--- src/core/iop_pkg.sv ---
// constants for the i/o port pin configuration and change notification block
package iop_pkg;
   localparam int          PIN_COUNT        = 16;
   localparam int          CHANGE_COUNT     = 24;
   localparam int          ADDR_W           = 4;
   // register offsets (word index on the plain register port)
   localparam logic [3:0]  OFS_LATCH        = 4'h0;
   localparam logic [3:0]  OFS_DIRECTION    = 4'h1;
   localparam logic [3:0]  OFS_PORT         = 4'h2;
   localparam logic [3:0]  OFS_OPEN_DRAIN   = 4'h3;
   localparam logic [3:0]  OFS_SEL_FIRST    = 4'h4;
   localparam logic [3:0]  OFS_SEL_SECOND   = 4'h5;
   localparam logic [3:0]  OFS_CHG_EN_LOW   = 4'h6;
   localparam logic [3:0]  OFS_CHG_EN_HIGH  = 4'h7;
   localparam logic [3:0]  OFS_PU_EN_LOW    = 4'h8;
   localparam logic [3:0]  OFS_PU_EN_HIGH   = 4'h9;
   localparam logic [3:0]  OFS_IRQ_STATUS   = 4'ha;
   localparam logic [3:0]  OFS_IRQ_MASK     = 4'hb;
   // reset values
   localparam logic [15:0] RST_LATCH        = 16'h0000;
   localparam logic [15:0] RST_DIRECTION    = 16'hffff;
   localparam logic [15:0] RST_OPEN_DRAIN   = 16'h0000;
   localparam logic [15:0] RST_ANALOG_SEL   = 16'h0000;
   localparam logic [15:0] RST_CHG_EN       = 16'h0000;
   localparam logic [15:0] RST_PU_EN        = 16'h0000;
   localparam logic [0:0]  RST_IRQ_MASK     = 1'h0;
   // field split of the 24 change inputs over two 16-bit registers
   localparam int          CHG_LOW_W        = 16;
   localparam int          CHG_HIGH_W       = 8;
endpackage : iop_pkg

--- src/core/iop_port.sv ---
// i/o port pin logic with analog select, open-drain and change notification
//
// The address map and strobed register access were left to the implementer.
`timescale 1ns/1ps
//////////////////////////////////////////////////////////////////////////////////
// Behaviour
// - set open-drain bit gives open-drain drive
// - analog output pin converts its driven level
// - cleared select bit means analog pin
// - select bits reset to zero, analog
// - analog if either converter bit cleared
// - analog pins read zero from port
// - digital pins never feed the converter
// - enabled pin change raises interrupt, sleep too
// - twenty-four monitored change inputs
// - per-pin change enable over two registers
// - per-pin pull-up enable over two registers
// - digital mode enables read, mux grounded
module iop_port #(
   parameter int PINS    = iop_pkg::PIN_COUNT,
   parameter int CHANGES = iop_pkg::CHANGE_COUNT
) (
   input  wire logic                       CLOCK_I,
   input  wire logic                       RESET_I,
   input  wire logic [iop_pkg::ADDR_W-1:0] REG_ADDR_I,
   input  wire logic [15:0]                REG_WDATA_I,
   input  wire logic                       REG_WRITE_I,
   input  wire logic                       REG_READ_I,
   output      logic [15:0]                REG_RDATA_O,
   input  wire logic [PINS-1:0]            PIN_I,
   output      logic [PINS-1:0]            PIN_O,
   output      logic [PINS-1:0]            PIN_OE_N_O,
   input  wire logic [CHANGES-1:0]         CHANGE_PIN_I,
   output      logic [CHANGES-1:0]         PULLUP_EN_O,
   input  wire logic                       SLEEP_I,
   output      logic [PINS-1:0]            CONVERTER_SAMPLE_EN_O,
   output      logic [PINS-1:0]            CONVERTER_LEVEL_O,
   output      logic [PINS-1:0]            CONVERTER_GROUND_O,
   output      logic                       IRQ_O
);

   //////////////////////////////////////////////////////////////////////////////
   // register state
   logic [PINS-1:0]    output_latch_r, output_latch_nxt;
   logic [PINS-1:0]    direction_control_r, direction_control_nxt;
   logic [PINS-1:0]    open_drain_select_r, open_drain_select_nxt;
   logic [PINS-1:0]    first_converter_pin_select_r, first_converter_pin_select_nxt;
   logic [PINS-1:0]    second_converter_pin_select_r, second_converter_pin_select_nxt;
   logic [15:0]        change_enable_low_reg_r, change_enable_low_reg_nxt;
   logic [15:0]        change_enable_high_reg_r, change_enable_high_reg_nxt;
   logic [15:0]        pullup_enable_low_reg_r, pullup_enable_low_reg_nxt;
   logic [15:0]        pullup_enable_high_reg_r, pullup_enable_high_reg_nxt;
   logic               irq_status_r, irq_status_nxt;
   logic               irq_mask_r, irq_mask_nxt;
   logic [15:0]        rdata_r, rdata_nxt;
   logic [PINS-1:0]    pin_meta_r, pin_sync_r;
   logic [CHANGES-1:0] chg_meta_r, chg_sync_r, chg_last_r;
   logic               sleep_event_r;
   logic [PINS-1:0]    pin_meta_nxt, pin_sync_nxt;
   logic [CHANGES-1:0] chg_meta_nxt, chg_sync_nxt, chg_last_nxt;
   logic               sleep_event_nxt;
   logic [CHANGES-1:0] change_enable_bit;
   logic [CHANGES-1:0] pullup_enable_bit;
   logic [PINS-1:0]    analog_pin_bit;
   logic [PINS-1:0]    port_value;
   logic               change_seen;
   logic               wake_change;
   logic               wr_latch;
   logic               wr_direction;
   logic               wr_open_drain;
   logic               wr_sel_first;
   logic               wr_sel_second;
   logic               wr_chg_low;
   logic               wr_chg_high;
   logic               wr_pu_low;
   logic               wr_pu_high;
   logic               wr_mask;
   logic               rd_status;

   // decode used by both the write and the read paths
   function automatic logic hit(input logic [iop_pkg::ADDR_W-1:0] a,
                                input logic [3:0] ofs);
      hit = (a == ofs);
   endfunction : hit

   //////////////////////////////////////////////////////////////////////////////
   // pin configuration
   // a pin is analog when either converter clears its bit; digital needs both set
   assign analog_pin_bit = ~(first_converter_pin_select_r & second_converter_pin_select_r);

   // analog pins have port read disabled, so they read as zero
   assign port_value = pin_sync_r & ~analog_pin_bit;

   genvar g;
   generate
      for (g = 0; g < PINS; g++) begin : g_pin
         always_comb begin
            // open-drain only drives low; a high releases the pin
            if (open_drain_select_r[g]) begin
               PIN_O[g]      = 1'b0;
               PIN_OE_N_O[g] = direction_control_r[g] | output_latch_r[g];
            end else begin
               PIN_O[g]      = output_latch_r[g];
               PIN_OE_N_O[g] = direction_control_r[g];
            end
         end
         // converter sees the pin only when analog, else the mux is grounded
         assign CONVERTER_SAMPLE_EN_O[g] = analog_pin_bit[g];
         assign CONVERTER_GROUND_O[g]    = ~analog_pin_bit[g];
         // an analog pin left as output converts its own driven level
         assign CONVERTER_LEVEL_O[g] = direction_control_r[g] ? 1'b0
                                                                : output_latch_r[g];
      end
   endgenerate

   //////////////////////////////////////////////////////////////////////////////
   // change notification
   assign change_enable_bit = {change_enable_high_reg_r[iop_pkg::CHG_HIGH_W-1:0],
                               change_enable_low_reg_r};
   assign pullup_enable_bit = {pullup_enable_high_reg_r[iop_pkg::CHG_HIGH_W-1:0],
                               pullup_enable_low_reg_r};
   assign PULLUP_EN_O       = pullup_enable_bit;

   assign change_seen = |((chg_sync_r ^ chg_last_r) & change_enable_bit);

   // in sleep the system clock may stop; this combinational term keeps a wake
   // request alive on the raw pins against the captured levels
   assign wake_change = SLEEP_I & |((CHANGE_PIN_I ^ chg_last_r) & change_enable_bit);

   always_comb begin
      pin_meta_nxt    = PIN_I;
      pin_sync_nxt    = pin_meta_r;
      chg_meta_nxt    = CHANGE_PIN_I;
      chg_sync_nxt    = chg_meta_r;
      chg_last_nxt    = chg_sync_r;
      sleep_event_nxt = wake_change;
   end

   always_ff @(posedge CLOCK_I) begin
      if (RESET_I) begin
         pin_meta_r    <= '0;
         pin_sync_r    <= '0;
         chg_meta_r    <= '0;
         chg_sync_r    <= '0;
         chg_last_r    <= '0;
         sleep_event_r <= 1'b0;
      end else begin
         pin_meta_r    <= pin_meta_nxt;
         pin_sync_r    <= pin_sync_nxt;
         chg_meta_r    <= chg_meta_nxt;
         chg_sync_r    <= chg_sync_nxt;
         chg_last_r    <= chg_last_nxt;
         sleep_event_r <= sleep_event_nxt;
      end
   end

   // interrupt line follows the sticky flag, or the raw wake term in sleep
   assign IRQ_O = (irq_status_r | wake_change) & irq_mask_r;

   //////////////////////////////////////////////////////////////////////////////
   // register port: one strobe per register, with port writes sharing the latch strobe; shared by the groups below
   assign wr_latch      = REG_WRITE_I & (hit(REG_ADDR_I, iop_pkg::OFS_LATCH)
                                         | hit(REG_ADDR_I, iop_pkg::OFS_PORT));
   assign wr_direction  = REG_WRITE_I & hit(REG_ADDR_I, iop_pkg::OFS_DIRECTION);
   assign wr_open_drain = REG_WRITE_I & hit(REG_ADDR_I, iop_pkg::OFS_OPEN_DRAIN);
   assign wr_sel_first  = REG_WRITE_I & hit(REG_ADDR_I, iop_pkg::OFS_SEL_FIRST);
   assign wr_sel_second = REG_WRITE_I & hit(REG_ADDR_I, iop_pkg::OFS_SEL_SECOND);
   assign wr_chg_low    = REG_WRITE_I & hit(REG_ADDR_I, iop_pkg::OFS_CHG_EN_LOW);
   assign wr_chg_high   = REG_WRITE_I & hit(REG_ADDR_I, iop_pkg::OFS_CHG_EN_HIGH);
   assign wr_pu_low     = REG_WRITE_I & hit(REG_ADDR_I, iop_pkg::OFS_PU_EN_LOW);
   assign wr_pu_high    = REG_WRITE_I & hit(REG_ADDR_I, iop_pkg::OFS_PU_EN_HIGH);
   assign wr_mask       = REG_WRITE_I & hit(REG_ADDR_I, iop_pkg::OFS_IRQ_MASK);
   assign rd_status     = REG_READ_I & hit(REG_ADDR_I, iop_pkg::OFS_IRQ_STATUS);

   // pin configuration registers
   always_comb begin
      output_latch_nxt                = output_latch_r;
      direction_control_nxt           = direction_control_r;
      open_drain_select_nxt           = open_drain_select_r;
      first_converter_pin_select_nxt  = first_converter_pin_select_r;
      second_converter_pin_select_nxt = second_converter_pin_select_r;
      if (wr_latch) begin
         output_latch_nxt = REG_WDATA_I[PINS-1:0];
      end
      if (wr_direction) begin
         direction_control_nxt = REG_WDATA_I[PINS-1:0];
      end
      if (wr_open_drain) begin
         open_drain_select_nxt = REG_WDATA_I[PINS-1:0];
      end
      if (wr_sel_first) begin
         first_converter_pin_select_nxt = REG_WDATA_I[PINS-1:0];
      end
      if (wr_sel_second) begin
         second_converter_pin_select_nxt = REG_WDATA_I[PINS-1:0];
      end
   end

   always_ff @(posedge CLOCK_I) begin
      if (RESET_I) begin
         output_latch_r                <= iop_pkg::RST_LATCH[PINS-1:0];
         direction_control_r           <= iop_pkg::RST_DIRECTION[PINS-1:0];
         open_drain_select_r           <= iop_pkg::RST_OPEN_DRAIN[PINS-1:0];
         first_converter_pin_select_r  <= iop_pkg::RST_ANALOG_SEL[PINS-1:0];
         second_converter_pin_select_r <= iop_pkg::RST_ANALOG_SEL[PINS-1:0];
      end else begin
         output_latch_r                <= output_latch_nxt;
         direction_control_r           <= direction_control_nxt;
         open_drain_select_r           <= open_drain_select_nxt;
         first_converter_pin_select_r  <= first_converter_pin_select_nxt;
         second_converter_pin_select_r <= second_converter_pin_select_nxt;
      end
   end

   // change and pull-up enables; high registers keep only the upper inputs
   always_comb begin
      change_enable_low_reg_nxt  = change_enable_low_reg_r;
      change_enable_high_reg_nxt = change_enable_high_reg_r;
      pullup_enable_low_reg_nxt  = pullup_enable_low_reg_r;
      pullup_enable_high_reg_nxt = pullup_enable_high_reg_r;
      if (wr_chg_low) begin
         change_enable_low_reg_nxt = REG_WDATA_I;
      end
      if (wr_chg_high) begin
         change_enable_high_reg_nxt = {8'h00, REG_WDATA_I[iop_pkg::CHG_HIGH_W-1:0]};
      end
      if (wr_pu_low) begin
         pullup_enable_low_reg_nxt = REG_WDATA_I;
      end
      if (wr_pu_high) begin
         pullup_enable_high_reg_nxt = {8'h00, REG_WDATA_I[iop_pkg::CHG_HIGH_W-1:0]};
      end
   end

   always_ff @(posedge CLOCK_I) begin
      if (RESET_I) begin
         change_enable_low_reg_r  <= iop_pkg::RST_CHG_EN;
         change_enable_high_reg_r <= iop_pkg::RST_CHG_EN;
         pullup_enable_low_reg_r  <= iop_pkg::RST_PU_EN;
         pullup_enable_high_reg_r <= iop_pkg::RST_PU_EN;
      end else begin
         change_enable_low_reg_r  <= change_enable_low_reg_nxt;
         change_enable_high_reg_r <= change_enable_high_reg_nxt;
         pullup_enable_low_reg_r  <= pullup_enable_low_reg_nxt;
         pullup_enable_high_reg_r <= pullup_enable_high_reg_nxt;
      end
   end

   // a change in the clearing cycle still sets the flag, so no event is lost
   always_comb begin
      irq_mask_nxt   = irq_mask_r;
      irq_status_nxt = irq_status_r;
      if (wr_mask) begin
         irq_mask_nxt = REG_WDATA_I[0];
      end
      if (rd_status) begin
         irq_status_nxt = 1'b0;
      end
      if (change_seen || sleep_event_r) begin
         irq_status_nxt = 1'b1;
      end
   end

   always_ff @(posedge CLOCK_I) begin
      if (RESET_I) begin
         irq_status_r <= 1'b0;
         irq_mask_r   <= iop_pkg::RST_IRQ_MASK;
      end else begin
         irq_status_r <= irq_status_nxt;
         irq_mask_r   <= irq_mask_nxt;
      end
   end

   // read mux; data stands for one cycle, zero otherwise
   always_comb begin
      rdata_nxt = 16'h0000;
      if (REG_READ_I) begin
         case (REG_ADDR_I)
            iop_pkg::OFS_LATCH:       rdata_nxt = 16'(output_latch_r);
            iop_pkg::OFS_DIRECTION:   rdata_nxt = 16'(direction_control_r);
            iop_pkg::OFS_PORT:        rdata_nxt = 16'(port_value);
            iop_pkg::OFS_OPEN_DRAIN:  rdata_nxt = 16'(open_drain_select_r);
            iop_pkg::OFS_SEL_FIRST:   rdata_nxt = 16'(first_converter_pin_select_r);
            iop_pkg::OFS_SEL_SECOND:  rdata_nxt = 16'(second_converter_pin_select_r);
            iop_pkg::OFS_CHG_EN_LOW:  rdata_nxt = change_enable_low_reg_r;
            iop_pkg::OFS_CHG_EN_HIGH: rdata_nxt = change_enable_high_reg_r;
            iop_pkg::OFS_PU_EN_LOW:   rdata_nxt = pullup_enable_low_reg_r;
            iop_pkg::OFS_PU_EN_HIGH:  rdata_nxt = pullup_enable_high_reg_r;
            iop_pkg::OFS_IRQ_STATUS:  rdata_nxt = {15'h0000, irq_status_r};
            iop_pkg::OFS_IRQ_MASK:    rdata_nxt = {15'h0000, irq_mask_r};
            default:                  rdata_nxt = 16'h0000;
         endcase
      end
   end

   always_ff @(posedge CLOCK_I) begin
      if (RESET_I) begin
         rdata_r <= 16'h0000;
      end else begin
         rdata_r <= rdata_nxt;
      end
   end

   assign REG_RDATA_O = rdata_r;

endmodule : iop_port

--- config.mk ---
export PLATFORM = sky130hd
export DESIGN_NAME = iop_port
export DESIGN_NICKNAME = d
export VERILOG_FILES = /design/src/core/iop_pkg.sv /design/src/core/iop_port.sv
export SDC_FILE = /design/constraint.sdc
export NUM_CORES = 1
export LEC_CHECK = 0
export BUFFER_PORTS_ARGS = -buffer_cell sky130_fd_sc_hd__buf_2
export CAP_MARGIN = 30
export CORE_MARGIN = 5
export CORE_UTILIZATION = 50
export DETAILED_ROUTE_END_ITERATION = 16
export MAX_ROUTING_LAYER = met4
export PLACE_DENSITY = 0.76
export RECOVER_POWER = 100
export REMOVE_ABC_BUFFERS = 1
export SKIP_LAST_GASP = 1
export SLEW_MARGIN = 20
export SYNTH_ARGS = -nofsm -noshare
export SYNTH_HDL_FRONTEND = slang
export SYNTH_SLANG_ARGS = --single-unit
--- constraint.sdc ---
create_clock -name CLOCK_I -period 1.6 [get_ports CLOCK_I]
set_input_delay 0.16 -clock CLOCK_I [delete_from_list [all_inputs] [get_ports CLOCK_I]]
set_output_delay 0.16 -clock CLOCK_I [all_outputs]
set_load 0.02 [all_outputs]
==> metrics.md <==
| Metric | Value |
|---|---|
| Initial antenna violation count | 1 |
| Cell Area, Synth | 0.0103 sq mm |
| Main combinational cell family by area after synthesis | simple AND/OR/NAND/NOR gates |
| Sink Count | 251 |
| Synth Flop Type | dfxtp_1 |
| Vias in the first global route | around 9.7k |
| Largest area contributor in the netlist | dfxtp_1 |
| CTS H-Tree Depth | 1 |
| Post-synthesis mux area share | 2.08% |
| Post-synth ARST share | 0% |
| First-pass GRT wire length | between 50 and 60 mm |
| Critical path's slowest cell | dfxtp_1 |
| CTS buffer count | 27 |
| Vias per cell | ~5.6 |
| CTS clock-pin slew for the worst setup and hold paths | ~0.06 ns |
| Final setup fails | 109 |
| TNS Setup | -28.61 ns |
| Worst Path Arrival | 2.02 ns |
| Largest delay contributor family on the critical path | compound AO/OA/AOI/OAI gates |
| Clk Latency, worst-skew pair | 0.54 ns |
| RSZ-0062 raised after global routing | yes |
| Max_cap viols | 0 |
| Final hold vios | 0 |
| CTS tree | done |
| Synth Area in XOR/XNOR | 4.08% |
| Peak supply drop | 786 uV |
| HPWL after DPL | around 25 mm |
| Synth Instances | 1182 |
| Hold Crit Class | input port to flop |
| Highest routed layer | met4 |
| Worst-Margin Slew | 1.36 ns |
| Util after Layout | 67.5% |
| RePlAce Congestion | 0.991 |
| CP required | 1.44 ns |
| Pre-CTS WS | -0.131 ns |
| Total Routing Usage GR | 30.4% |
| Slew Viols, Final | 0 |
| Layout area overhead | 32.7% |
| Die Span X | 153 um |
| Fraction of layout cells with a size suffix above 1 | 19.4% |
| Final Cycle Share | 136% |
| Max clock buf depth | 3 |
| Met2 WL | 16.5 mm |
| Design Area, Final | approximately 0.014 sq mm |
| Area fraction in compound gates after synthesis | 16.6% |
| Crit-path max cell delay | between 0.3 and 0.4 ns |
| Slew margin rel. | 9.26% |
| Post-synthesis area per instance | ~8.7 sq um |
| Detailed Route WL | around 36 mm |
| Num ports | 186 |
| Clock root cell | clkbuf_16 |
| Fin Clk Skew | 0.0119 ns |
| Post-Synth Simple-Gate Area | 24.3% |
| CP endpoint kind | primary output |
| Yosys warns | 0 |
| Top cells by area, synth | dfxtp_1 (49%), nand2_1 (9.4%), nor2b_1 (8.8%) |
| Final min period | 2.18 ns |
| Fillers | 1681 |
| Placeable Area | 0.0202 sq mm |
| Status | finished, violations left |
| Nets@finish | around 1.6k |
| Drt pass-1 iters | 6 |
| Peak Freq | 459 MHz |
| Die extent in y | around 150 um |
| Yosys reg bits | 251 |
| Sequential fraction of the synthesis area | 48.8% |
| Adder-cell area share of the yosys netlist | 0% |
| Port Buffers | roughly 190 |
| FP Rows | between 50 and 60 |
| Bufs and invs on worst path | 1 |
| Detailed-route DRC error count | 0 |
| Synth top area share | between 40% and 50% |
| Total gr overflow | 0 |
| Post-synthesis cell type count | 53 |
| Largest net degree at the start of global routing | 89 |
| CP max FO | 2 |
| Starting density of the core | 50.9% |
| WL met1 | 14.6 mm |
| Worst setup margin | -0.579 ns |
| Failing checks | setup timing |
| CP Launch Type | flop |
| Final ANT Viol Nets | 0 |
| DIE AREA | approximately 0.024 sq mm |
| Drt wl/cell | 20.1 um |
| Power Density | 1090 mW/mm^2 |
| DR iter-0 viols | 968 |
| Post-DP Area | ~0.012 sq mm |
| Routed met3 length | 3.49 mm |
| Leak | ~5.5 nW |
| Post-synth EDFFs | 0 |
| CP cell instances | xor2_1, a22oi_2, nand4_1, o31ai_2, a21boi_1, buf_4 |
| WS Path Type | flop to primary output |
| Routed vias | around 10k |
[cell usage in the layout (no fill, tap or decap), types with 4 or more instances in the layout]
cell,Yosys,routed
nand2_1,257,257
dfxtp_1,251,248
nor2b_1,145,145
a21oi_1,124,124
buf_4,6,108
clkbuf_1,44,92
buf_2,25,73
dlygate4sd3_1,0,57
xor2_1,48,48
a22oi_1,36,34
clkbuf_16,0,27
clkbuf_2,0,26
nor2_1,22,23
inv_1,21,21
o21ai_0,19,19
nand3b_1,18,18
a21o_1,17,17
and2_0,0,14
a32oi_1,14,14
nand3_1,11,11
a22o_1,10,10
mux2i_1,9,9
a31oi_1,8,8
bufinv_16,0,8
nand4_1,7,7
clkinv_2,0,7
and2_1,19,5
mux2_2,5,5
nor3_1,3,4
a32o_1,4,4
a222oi_1,4,4
o2bb2ai_1,4,4
clkbuf_8,0,4
clkbuf_4,0,4
[report_power, final]
group	total, mW	switching (mW)	leakage [nW]	internal (mW)
clock network	7.18	2.61	0.508	4.56
logic	1.19	0.676	2.91	0.517
registers	6.53	0.109	2.05	6.42
total	14.9	3.40	5.47	11.5
[worst paths after layout]
path                                      from               end  slack (ns)  depth (start not counted)
worst min-delay path                   RESET_I   REG_RDATA_O[10]        0.23                          4
worst min register to register  chg_meta_r[16]  chg_last_nxt[16]        0.43                          1
worst max register to register  chg_last_r[19]     sleep_event_r        0.10                          6
worst max-delay path            chg_last_r[19]             IRQ_O       -0.58                          6
[layout make-up]
| class | instances | area [sq um] | share of cell area, % |
|---|---|---|---|
| clock inverters | 18 | 299 | 2.19 |
| multi-input cells | 833 | 4860 | 35.5 |
| diodes | 1 | 2.50 | 0.0183 |
| clock buffers | 32 | 734 | 5.38 |
| flip-flops and latches | 251 | 5030 | 36.8 |
| repair buffers | 363 | 2320 | 17.0 |
| well taps | 270 | 338 | 2.47 |
| inverters | 22 | 82.6 | 0.605 |
[layer usage]
| metal | up-vias | GRT usage (%) |
|---|---|---|
| met5 | - | - |
| met4 | 0 | 10.6 |
| met3 | 85 | 5.06 |
| met2 | 548 | 48.0 |
| met1 | 4696 | 39.7 |
| li1 | 4643 | - |
[metrics by stage]
step                hold WS, ns  std cells  power [mW]
CTS                      0.0849       1789        14.9
global placement          0.368       1681        7.71
finish                    0.231       1790        14.9
detailed placement        0.375       1681        7.72
global route              0.211       1790        15.4
floorplan                 0.229       1106        7.04
[synth_stat cells, types with 3 or more instances]
cell,count
a32o_1,4
mux2i_1,9
dfxtp_1,251
nand4_1,7
nor2b_1,145
a31oi_1,8
o221a_2,3
o21ai_0,19
a32oi_1,14
a221oi_1,3
mux2_2,5
nand2_1,257
nor2_2,4
inv_1,21
a21oi_1,124
buf_4,6
a222oi_1,4
nor3_2,3
mux4_2,3
nand3_1,11
a22o_1,10
nor2_1,22
nor3_1,3
a31o_2,3
o2bb2ai_1,4
nand2b_1,3
o32ai_1,3
and2_1,19
clkbuf_1,44
a22oi_1,36
a21o_1,17
nand3b_1,18
xor2_1,48
buf_2,25
[cell families after synthesis]
family                 count (synthesis)
buffers and inverters                 98
XOR/XNOR                              48
AND/OR/NAND/NOR                      503
AO/OA/AOI/OAI                        265
flip-flops                           251
multiplexers                          17
[what timing repair did]
item                                    4_1_cts  5_1_grt
pin swaps                                     5       10
cloned                                        0        0
hold endpoints to repair                    162        0
buffers inserted                              1        0
resized for setup                             4        4
hold buffers                                 57        0
endpoints found under the setup margin        1        2
[worst register-to-register path, stage by stage, from the launching register on]
cell and delay (ns):
dfxtp_1 0.34, xor2_1 0.19, a22oi_2 0.20, nand4_1 0.16
o31ai_2 0.32, buf_4 0.15, nor2_1 0.03
Note: power is estimated with default switching activity, not from simulation.
